### src/loop_detector_defines.vh
// Timing counts, switch positions and display codes of the loop detector control
`ifndef LOOP_DETECTOR_DEFINES_VH
`define LOOP_DETECTOR_DEFINES_VH
`define CLK_HZ            40000000
`define TIMEOUT_MIN       20
`define DIAG_HALF_S       10
`define DELAY_6_S         6
`define DELAY_4_S         4
`define DELAY_2_S         2
`define BLANK_S           3
`define BOOT_S            2
`define SEC_CYCLES        (`CLK_HZ)
`define SW_AUTO_RESET     0
`define SW_LOW_SENS       1
`define SW_REL_HI         2
`define SW_REL_LO         3
`define SW_DIAG           4
`define SW_DLY_HI         5
`define SW_DLY_LO         6
`define SW_WEEKLY         7
`define SW_RESET_VAL      8'hE9
`define CODE_BLANK        5'h00
`define CODE_HEALTHY      5'h10
`define CODE_BOOT         5'h0B
`define CODE_DISC         5'h0D
`define CODE_RANGE        5'h1C
`define CODE_FAIL         5'h0F
`define DET_NORMAL        16'h0040
`define DET_LOW           16'h0080
`define REL_LOW           16'h0010
`define REL_MED           16'h0020
`define REL_HIGH          16'h0030
`define REL_XHIGH         16'h0038
`endif

### src/loop_detector.v
// Vehicle loop detector control: loop status, presence conditioning and status display
`timescale 1ns/1ps
`include "loop_detector_defines.vh"

module loop_detector #(
	parameter SEC_CYCLES = `SEC_CYCLES     // Cycles per second, shorten for simulation
) (
	// Clock and reset
	input  wire        i_clk,
	input  wire        i_nrst,
	// Host interconnect
	input  wire        i_host_reset,       // Reset request level from host unit
	output reg         o_presence,         // Vehicle presence to host
	// Configuration switch bank, bit 0 is switch 1, on = 1
	input  wire [7:0]  i_config_switch_bank,
	// Loop measurement results
	input  wire [15:0] i_ind_deviation,    // Inductance change from baseline, unsigned
	input  wire [1:0]  i_loop_health,      // 0 good .. 3 close to failure
	input  wire        i_conn_bad,         // Loop-to-board connection degraded
	input  wire        i_loop_open,        // Loop disconnected
	input  wire        i_ind_out_of_range, // Inductance outside operable range
	input  wire        i_board_fail,       // Board self-test failure
	// Status outputs
	output reg  [4:0]  o_display_code,     // Display symbol code
	output reg         o_display_dot,      // Decimal point
	output reg         o_conn_degraded,    // Distinct bad-connection flag
	output reg         o_weekly_log,       // 1 weekly, 0 daily logging
	output reg         o_booting           // Boot or blank phase active
);

	localparam ST_BLANK = 2'd0;            // Display dark after host reset
	localparam ST_BOOT  = 2'd1;            // Boot code shown
	localparam ST_RUN   = 2'd2;            // Normal operation

	// Twenty minutes at the full clock rate overflows 32 bits, so the timeout works in 36
	localparam [31:0] SEC_CYC_32  = SEC_CYCLES;
	localparam [35:0] SEC_CYC_W   = {4'h0, SEC_CYC_32};
	localparam [35:0] TIMEOUT_CYC = SEC_CYC_W * `TIMEOUT_MIN * 60;
	localparam [31:0] DIAG_CYC    = `DIAG_HALF_S * SEC_CYCLES;
	localparam [31:0] D6_CYC      = `DELAY_6_S * SEC_CYCLES;
	localparam [31:0] D4_CYC      = `DELAY_4_S * SEC_CYCLES;
	localparam [31:0] D2_CYC      = `DELAY_2_S * SEC_CYCLES;
	localparam [31:0] BLANK_CYC   = `BLANK_S * SEC_CYCLES;
	localparam [31:0] BOOT_CYC    = `BOOT_S * SEC_CYCLES;

	reg  [1:0]  state_reg;                 // Sequencer state
	reg  [31:0] seq_cnt_reg;               // Sequencer phase timer
	reg  [7:0]  sw_reg;                    // Latched switches
	reg         host_rst_d_reg;            // Host reset previous level
	reg         detect_reg;                // Raw detection with hysteresis
	reg  [31:0] dly_cnt_reg;               // Detection-to-signal delay timer
	reg  [35:0] hold_cnt_reg;              // Continuous presence timer, wide for 20 minutes
	reg         timed_out_reg;             // Presence cleared by timeout
	reg  [31:0] diag_cnt_reg;              // Diagnostic half-period timer
	reg         diag_on_reg;               // Diagnostic presence phase

	wire        running = (state_reg == ST_RUN);
	wire        host_rst_rise = i_host_reset & ~host_rst_d_reg;
	reg  [15:0] det_thr;                   // Detection threshold
	reg  [15:0] rel_thr;                   // Release threshold
	reg  [31:0] dly_cyc;                   // Selected delay in cycles
	reg  [4:0]  status_code;               // Combined loop status

	// Threshold and delay selection from latched switches
	always @* begin
		det_thr = sw_reg[`SW_LOW_SENS] ? `DET_LOW : `DET_NORMAL;
		case ({sw_reg[`SW_REL_HI], sw_reg[`SW_REL_LO]})
			2'b00:   rel_thr = `REL_LOW;   // Release only near baseline
			2'b01:   rel_thr = `REL_MED;
			2'b10:   rel_thr = `REL_HIGH;
			default: rel_thr = `REL_XHIGH; // Releases most readily
		endcase
		case ({sw_reg[`SW_DLY_HI], sw_reg[`SW_DLY_LO]})
			2'b00:   dly_cyc = D6_CYC;
			2'b01:   dly_cyc = D4_CYC;
			2'b10:   dly_cyc = D2_CYC;
			default: dly_cyc = 32'h0000_0000;
		endcase
	end

	// Loop status: faults outrank health grading
	always @* begin
		if (i_board_fail)
			status_code = `CODE_FAIL;
		else if (i_loop_open)
			status_code = `CODE_DISC;
		else if (i_ind_out_of_range)
			status_code = `CODE_RANGE;
		else
			// Grades 1..4, or 5..8 with a bad connection
			status_code = {3'b000, i_loop_health} + (i_conn_bad ? 5'h05 : 5'h01);
	end

	// Reset sequencer and switch capture
	always @(posedge i_clk or negedge i_nrst) begin
		if (!i_nrst) begin
			state_reg      <= ST_BOOT;     // Power-up starts with boot code
			seq_cnt_reg    <= 32'h0000_0000;
			sw_reg         <= `SW_RESET_VAL;
			host_rst_d_reg <= 1'b0;
		end else begin
			host_rst_d_reg <= i_host_reset;
			if (host_rst_rise) begin
				state_reg   <= ST_BLANK;
				seq_cnt_reg <= 32'h0000_0000;
			end else begin
				case (state_reg)
					ST_BLANK: begin
						if (seq_cnt_reg >= BLANK_CYC - 1) begin
							state_reg   <= ST_BOOT;
							seq_cnt_reg <= 32'h0000_0000;
						end else
							seq_cnt_reg <= seq_cnt_reg + 32'h0000_0001;
					end
					ST_BOOT: begin
						// Switches captured on leaving boot, after reset release
						if (seq_cnt_reg >= BOOT_CYC - 1) begin
							state_reg   <= ST_RUN;
							sw_reg      <= i_config_switch_bank;
							seq_cnt_reg <= 32'h0000_0000;
						end else
							seq_cnt_reg <= seq_cnt_reg + 32'h0000_0001;
					end
					ST_RUN:  seq_cnt_reg <= 32'h0000_0000;
					default: state_reg <= ST_BOOT;
				endcase
			end
		end
	end

	// Detection with hysteresis, delay, timeout and diagnostic cycling
	always @(posedge i_clk or negedge i_nrst) begin
		if (!i_nrst) begin
			detect_reg    <= 1'b0;
			dly_cnt_reg   <= 32'h0000_0000;
			hold_cnt_reg  <= 36'h0_0000_0000;
			timed_out_reg <= 1'b0;
			diag_cnt_reg  <= 32'h0000_0000;
			diag_on_reg   <= 1'b0;
			o_presence    <= 1'b0;
		end else if (!running) begin
			detect_reg    <= 1'b0;
			dly_cnt_reg   <= 32'h0000_0000;
			hold_cnt_reg  <= 36'h0_0000_0000;
			timed_out_reg <= 1'b0;
			diag_cnt_reg  <= 32'h0000_0000;
			diag_on_reg   <= 1'b1;
			o_presence    <= 1'b0;
		end else if (sw_reg[`SW_DIAG]) begin
			// Real detection suspended; fixed on/off cadence
			if (diag_cnt_reg >= DIAG_CYC - 1) begin
				diag_cnt_reg <= 32'h0000_0000;
				diag_on_reg  <= ~diag_on_reg;
			end else
				diag_cnt_reg <= diag_cnt_reg + 32'h0000_0001;
			o_presence <= diag_on_reg;
		end else begin
			// Set at or above detect threshold, clear below release threshold
			if (!detect_reg && i_ind_deviation >= det_thr)
				detect_reg <= 1'b1;
			else if (detect_reg && i_ind_deviation < rel_thr)
				detect_reg <= 1'b0;
			// Delay counts while detection persists
			if (!detect_reg) begin
				dly_cnt_reg   <= 32'h0000_0000;
				timed_out_reg <= 1'b0;     // Re-arm timeout once vehicle leaves
				hold_cnt_reg  <= 36'h0_0000_0000;
				o_presence    <= 1'b0;
			end else if (dly_cnt_reg < dly_cyc) begin
				dly_cnt_reg <= dly_cnt_reg + 32'h0000_0001;
			end else if (timed_out_reg) begin
				o_presence <= 1'b0;
			end else if (sw_reg[`SW_AUTO_RESET] && hold_cnt_reg >= TIMEOUT_CYC) begin
				timed_out_reg <= 1'b1;
				o_presence    <= 1'b0;
			end else begin
				o_presence   <= 1'b1;
				hold_cnt_reg <= hold_cnt_reg + 36'h0_0000_0001;
			end
		end
	end

	// Display and status outputs, all registered
	always @(posedge i_clk or negedge i_nrst) begin
		if (!i_nrst) begin
			o_display_code  <= `CODE_BOOT;
			o_display_dot   <= 1'b0;
			o_conn_degraded <= 1'b0;
			o_weekly_log    <= 1'b1;
			o_booting       <= 1'b1;
		end else begin
			case (state_reg)
				ST_BLANK: o_display_code <= `CODE_BLANK;
				ST_BOOT:  o_display_code <= `CODE_BOOT;
				default:  o_display_code <= status_code;
			endcase
			// Dot mirrors the presence flop, one cycle behind
			o_display_dot   <= o_presence;
			// Raised independently of the health grade
			o_conn_degraded <= i_conn_bad & ~i_loop_open;
			o_weekly_log    <= sw_reg[`SW_WEEKLY];
			o_booting       <= ~running;
		end
	end

endmodule // loop_detector

### config.mk
export PLATFORM = sky130hd
export DESIGN_NAME = loop_detector
export DESIGN_NICKNAME = d
export VERILOG_FILES = /design/src/loop_detector.v
export VERILOG_INCLUDE_DIRS = /design/src
export SDC_FILE = /design/constraint.sdc
export NUM_CORES = 1
export LEC_CHECK = 0
export ABC_AREA = 1
export BUFFER_PORTS_ARGS = -buffer_cell sky130_fd_sc_hd__clkbuf_2
export CAP_MARGIN = 20
export CORE_MARGIN = 2
export CORE_UTILIZATION = 35
export DETAILED_ROUTE_END_ITERATION = 6
export GPL_TIMING_DRIVEN = 0
export HOLD_SLACK_MARGIN = 0.08
export PLACE_DENSITY = 0.48
export SYNTH_ARGS = -nofsm -noshare
export SYNTH_HDL_FRONTEND = slang
export SYNTH_SLANG_ARGS = --single-unit
### constraint.sdc
create_clock -name i_clk -period 2.7 [get_ports i_clk]
set_input_delay 0.135 -clock i_clk [delete_from_list [all_inputs] [get_ports i_clk]]
set_output_delay 0.135 -clock i_clk [all_outputs]
set_load 0.01 [all_outputs]
==> flow_summary.yaml <==
synthesis:
  synthArstFlopShare: 1.00
  syn-cell-area_um2: 11100
  synth.distinct_cells: 44
  synth_edf_count: 0
  synth_ff_type: "dfrtp_1"
  synth-seq-cells: 156
  yosysWarnings: 0
  synth.avg_cell_area_um2: 6.47
  syn_nets: 1786
  synth_sequential_area_ratio: 0.352
  syn_inst: 1719
drt:
  wl_per_cell_um: 15.1
  dr.first_iter.drc_count: 767
  first_pass_iters: 7
  finalWirelength_um: 33600
  drc_errors: 1
  viasPerCell: 4.92
  postRouteAntennaNets: 0
  vias: 11000
sta:
  slew_headroom: 0.479
  setup_tns_ns: 0
  fin_hold_ws_ns: 0.126
  maxSlewViolCount: 0
  post-route-period-util: 0.949
  fin_crit_ns: 2.56
  clock_skew_ns: 0.0125
  finalSetupViolCount: 0
  worstMarginPinSlew_ns: 0.782
  fmax_mhz: 390
  finalHoldViolCount: 0
layout:
  final_nets: 1879
  largest_reg_flops: 36
  regArea_um2: 3920
  drive_above_1_share: 0.102
  layout-area-overhead-vs-synth_pct: 15.9
  multi_input_area_um2: 6420
  fillers: 3433
grt:
  grt_antenna_before_repair: 3
  grt_pass1_vias: 10600
  grt_overflow: 0
  grt_usage: 0.209
  grt_max_degree: 80
  grt_first_pass_wirelength_um: 55700
critical_path:
  r2r-end: "hold_cnt_reg[17]"
  critPathMaxStageDelay_ns: 0.54
  crit_chain: "inv_2 -> ha_2 -> nor2_4 -> ha_1 -> a21oi_1 -> nand3_1 -> nor2_4 -> buf_4 -> nand4_4 -> buf_6 -> nand2_2 -> nor2_4 -> buf_4 -> nand2_1 -> nand2_1"
  end_kind: "flop"
  critPathSlowestCell: "dfstp_2"
  rr_worst_depth: 15
  worstReg2RegStart: "sw_reg[5]"
  worstPathArrival_ns: 2.89
  crit_family: "simple AND/OR/NAND/NOR gates"
  crit_path_start_kind: "flop"
  crit_fanout: 5
  crit_top_cell: "nor2_4"
  critPathRequiredTime_ns: 3.03
  critPathKind: "reg -> reg"
  rrSetupSlack_ns: 0.14
  path_buf_inv: 4
hold_path:
  hold_path_class: "in -> reg"
  holdCritStartpoint: "i_loop_health[1]"
  whs_path_depth: 5
  hold_end: "o_display_code[3]"
floorplanning:
  die_area_um2: 33200
  initial_utilization: 0.354
  coreArea_um2: 31400
  die_w_um: 182
  die_y_um: 182
  ios: 43
  fp-row-count: 65
clocking:
  cts.clk_slew.worst_paths_ns: 0.07
  cts_sinks: 156
  cts_tree: "built"
  htree_levels: 4
  cts_buffers: 17
  clock_latency_ns: 0.44
  clockBufferDepth: 2
  cts-root-buf: "clkbuf_16"
placement:
  place.gp.congestion: 0.923
  port_buffers: 42
  dp_hpwl_um: 25300
run:
  maxCapViolCount: 0
status:
  status: "finished, violations left"
  violations: "DRC"
pwr:
  ir_drop_mv: 0.437
  p_leak_nw: 5.72
  power.density_nw_per_um2: 439
## Yosys cell counts (2+ instances only)
library cell,number,area [um^2]
buf_4,2,15.0
or2_2,5,31.3
buf_2,21,105
inv_1,142,533
nand3_1,180,901
dfstp_2,11,289
nor2_2,6,37.5
nand4_1,36,225
o22ai_1,2,12.5
o21a_1,2,15.0
dfrtp_1,145,3630
nand2_2,7,43.8
a31oi_1,2,12.5
nor2_1,318,1190
inv_2,8,30.0
nand3_2,3,30.0
nand2_1,587,2200
nor2_4,2,22.5
buf_1,7,26.3
nand3_4,2,35.0
xnor2_1,8,70.1
nor4_1,9,56.3
o21ai_0,25,125
nor3_2,4,40.0
buf_6,9,101
nand3b_1,13,97.6
a21oi_1,27,135
xor2_1,27,236
clkbuf_1,14,52.6
nand2_4,2,22.5
ha_1,34,425
nor3_1,40,200
o21bai_1,8,60.1
## stage by stage
step | setup slack, ns | cell area [um^2] | cells | total power [W] | utilization
4_1_cts | 0.00144 | 12700 | 2216 | 0.00576 | 0.405
6_report | 0.138 | 12900 | 2228 | 0.00566 | 0.411
3_5_place_dp | -0.375 | 11900 | 2164 | 0.00313 | 0.378
2_1_floorplan | 0.263 | 11100 | 1719 | 0.00286 | -
3_3_place_gp | -1.66 | 11800 | 2163 | 0.00313 | 0.377
5_1_grt | -0.0111 | 12900 | 2228 | 0.00593 | 0.411
## worst register-to-register path, cell delays in order (launching register included)
cell     delay [ns]
dfstp_2        0.54
inv_2          0.07
ha_2           0.21
nor2_4         0.16
ha_1           0.26
a21oi_1        0.13
nand3_1        0.12
nor2_4         0.16
buf_4          0.13
nand4_4        0.10
buf_6          0.15
nand2_2        0.07
nor2_4         0.07
buf_4          0.18
nand2_1        0.06
nand2_1        0.05
## metal layers
layer | GRT usage | part of all wire | vias up
met3 | 0.0377 | 0.036 | 29
met2 | 0.340 | 0.45 | 173
li1 | - | - | 5650
met1 | 0.289 | 0.50 | 5102
met4 | 0.0481 | 0.013 | 4
met5 | 0 | 0.00080 | -
## worst max-delay path by stage
stage / slack [ns] / end / cells past startpoint / start
3_3_place_gp: -1.66 / diag_cnt_reg[16] / 1 / i_nrst
6_report: 0.14 / hold_cnt_reg[17] / 15 / sw_reg[5]
4_1_cts: 0.001 / dly_cnt_reg[15] / 13 / sw_reg[5]
3_5_place_dp: -0.38 / dly_cnt_reg[15] / 13 / sw_reg[6]
5_1_grt: -0.01 / hold_cnt_reg[33] / 16 / sw_reg[6]
2_1_floorplan: 0.26 / dly_cnt_reg[10] / 13 / sw_reg[6]
## kinds of logic (layout without fill, tap and decap cells)
family | count (synthesis) | in the layout | share of synthesized area
AO/OA/AOI/OAI | 72 | 72 | 0.0371
other | 0 | 1 | 0
buffers and inverters | 203 | 309 | 0.0776
flip-flops | 156 | 156 | 0.352
AND/OR/NAND/NOR | 1219 | 1219 | 0.467
adder cells (fa/ha/maj) | 34 | 34 | 0.0382
XOR/XNOR | 35 | 35 | 0.0276
## area by class of cell
type,instances,area share
inverter,150,0.0437
sequential,156,0.304
buffer,52,0.0249
timing repair buffer,75,0.0429
multi-input combinational,1360,0.498
tap,402,0.0390
clock buffer,21,0.0349
clock inverter,11,0.0122
antenna,1,0.000194
## report_power, final
part	total, W	internal, W	switching, W
clock	0.00257	0.00150	0.00107
sequential	0.00247	0.00242	0.0000519
combinational	0.000621	0.000187	0.000433
## timing repair
item | CTS | global route
setup buffers | 1 | 9
pin swaps | 0 | 11
endpoints found under the hold margin | 88 | 0
gates resized for setup | 8 | 23
hold buffers | 19 | 0
gates cloned | 0 | 3
setup endpoints to repair | 69 | 67
## cells in the final DEF (no fill, tap or decap), types with 5 or more instances in the layout
| master | synthesis | layout |
|---|---|---|
| nand2_1 | 587 | 583 |
| nor2_1 | 318 | 316 |
| nand3_1 | 180 | 178 |
| dfrtp_1 | 145 | 145 |
| inv_1 | 142 | 138 |
| clkbuf_2 | 0 | 41 |
| nor3_1 | 40 | 40 |
| nand4_1 | 36 | 36 |
| ha_1 | 34 | 30 |
| a21oi_1 | 27 | 27 |
| xor2_1 | 27 | 27 |
| o21ai_0 | 25 | 25 |
| dlygate4sd3_1 | 0 | 19 |
| clkbuf_16 | 0 | 18 |
| clkbuf_1 | 14 | 17 |
| buf_2 | 21 | 17 |
| buf_4 | 2 | 13 |
| nand3b_1 | 13 | 13 |
| inv_2 | 8 | 12 |
| buf_6 | 9 | 12 |
| nand2_2 | 7 | 11 |
| dfstp_2 | 11 | 11 |
| nor4_1 | 9 | 9 |
| xnor2_1 | 8 | 8 |
| o21bai_1 | 8 | 8 |
| buf_1 | 7 | 7 |
| nor2_2 | 6 | 6 |
| or2_2 | 5 | 5 |
(Power assumes the default switching activity.)
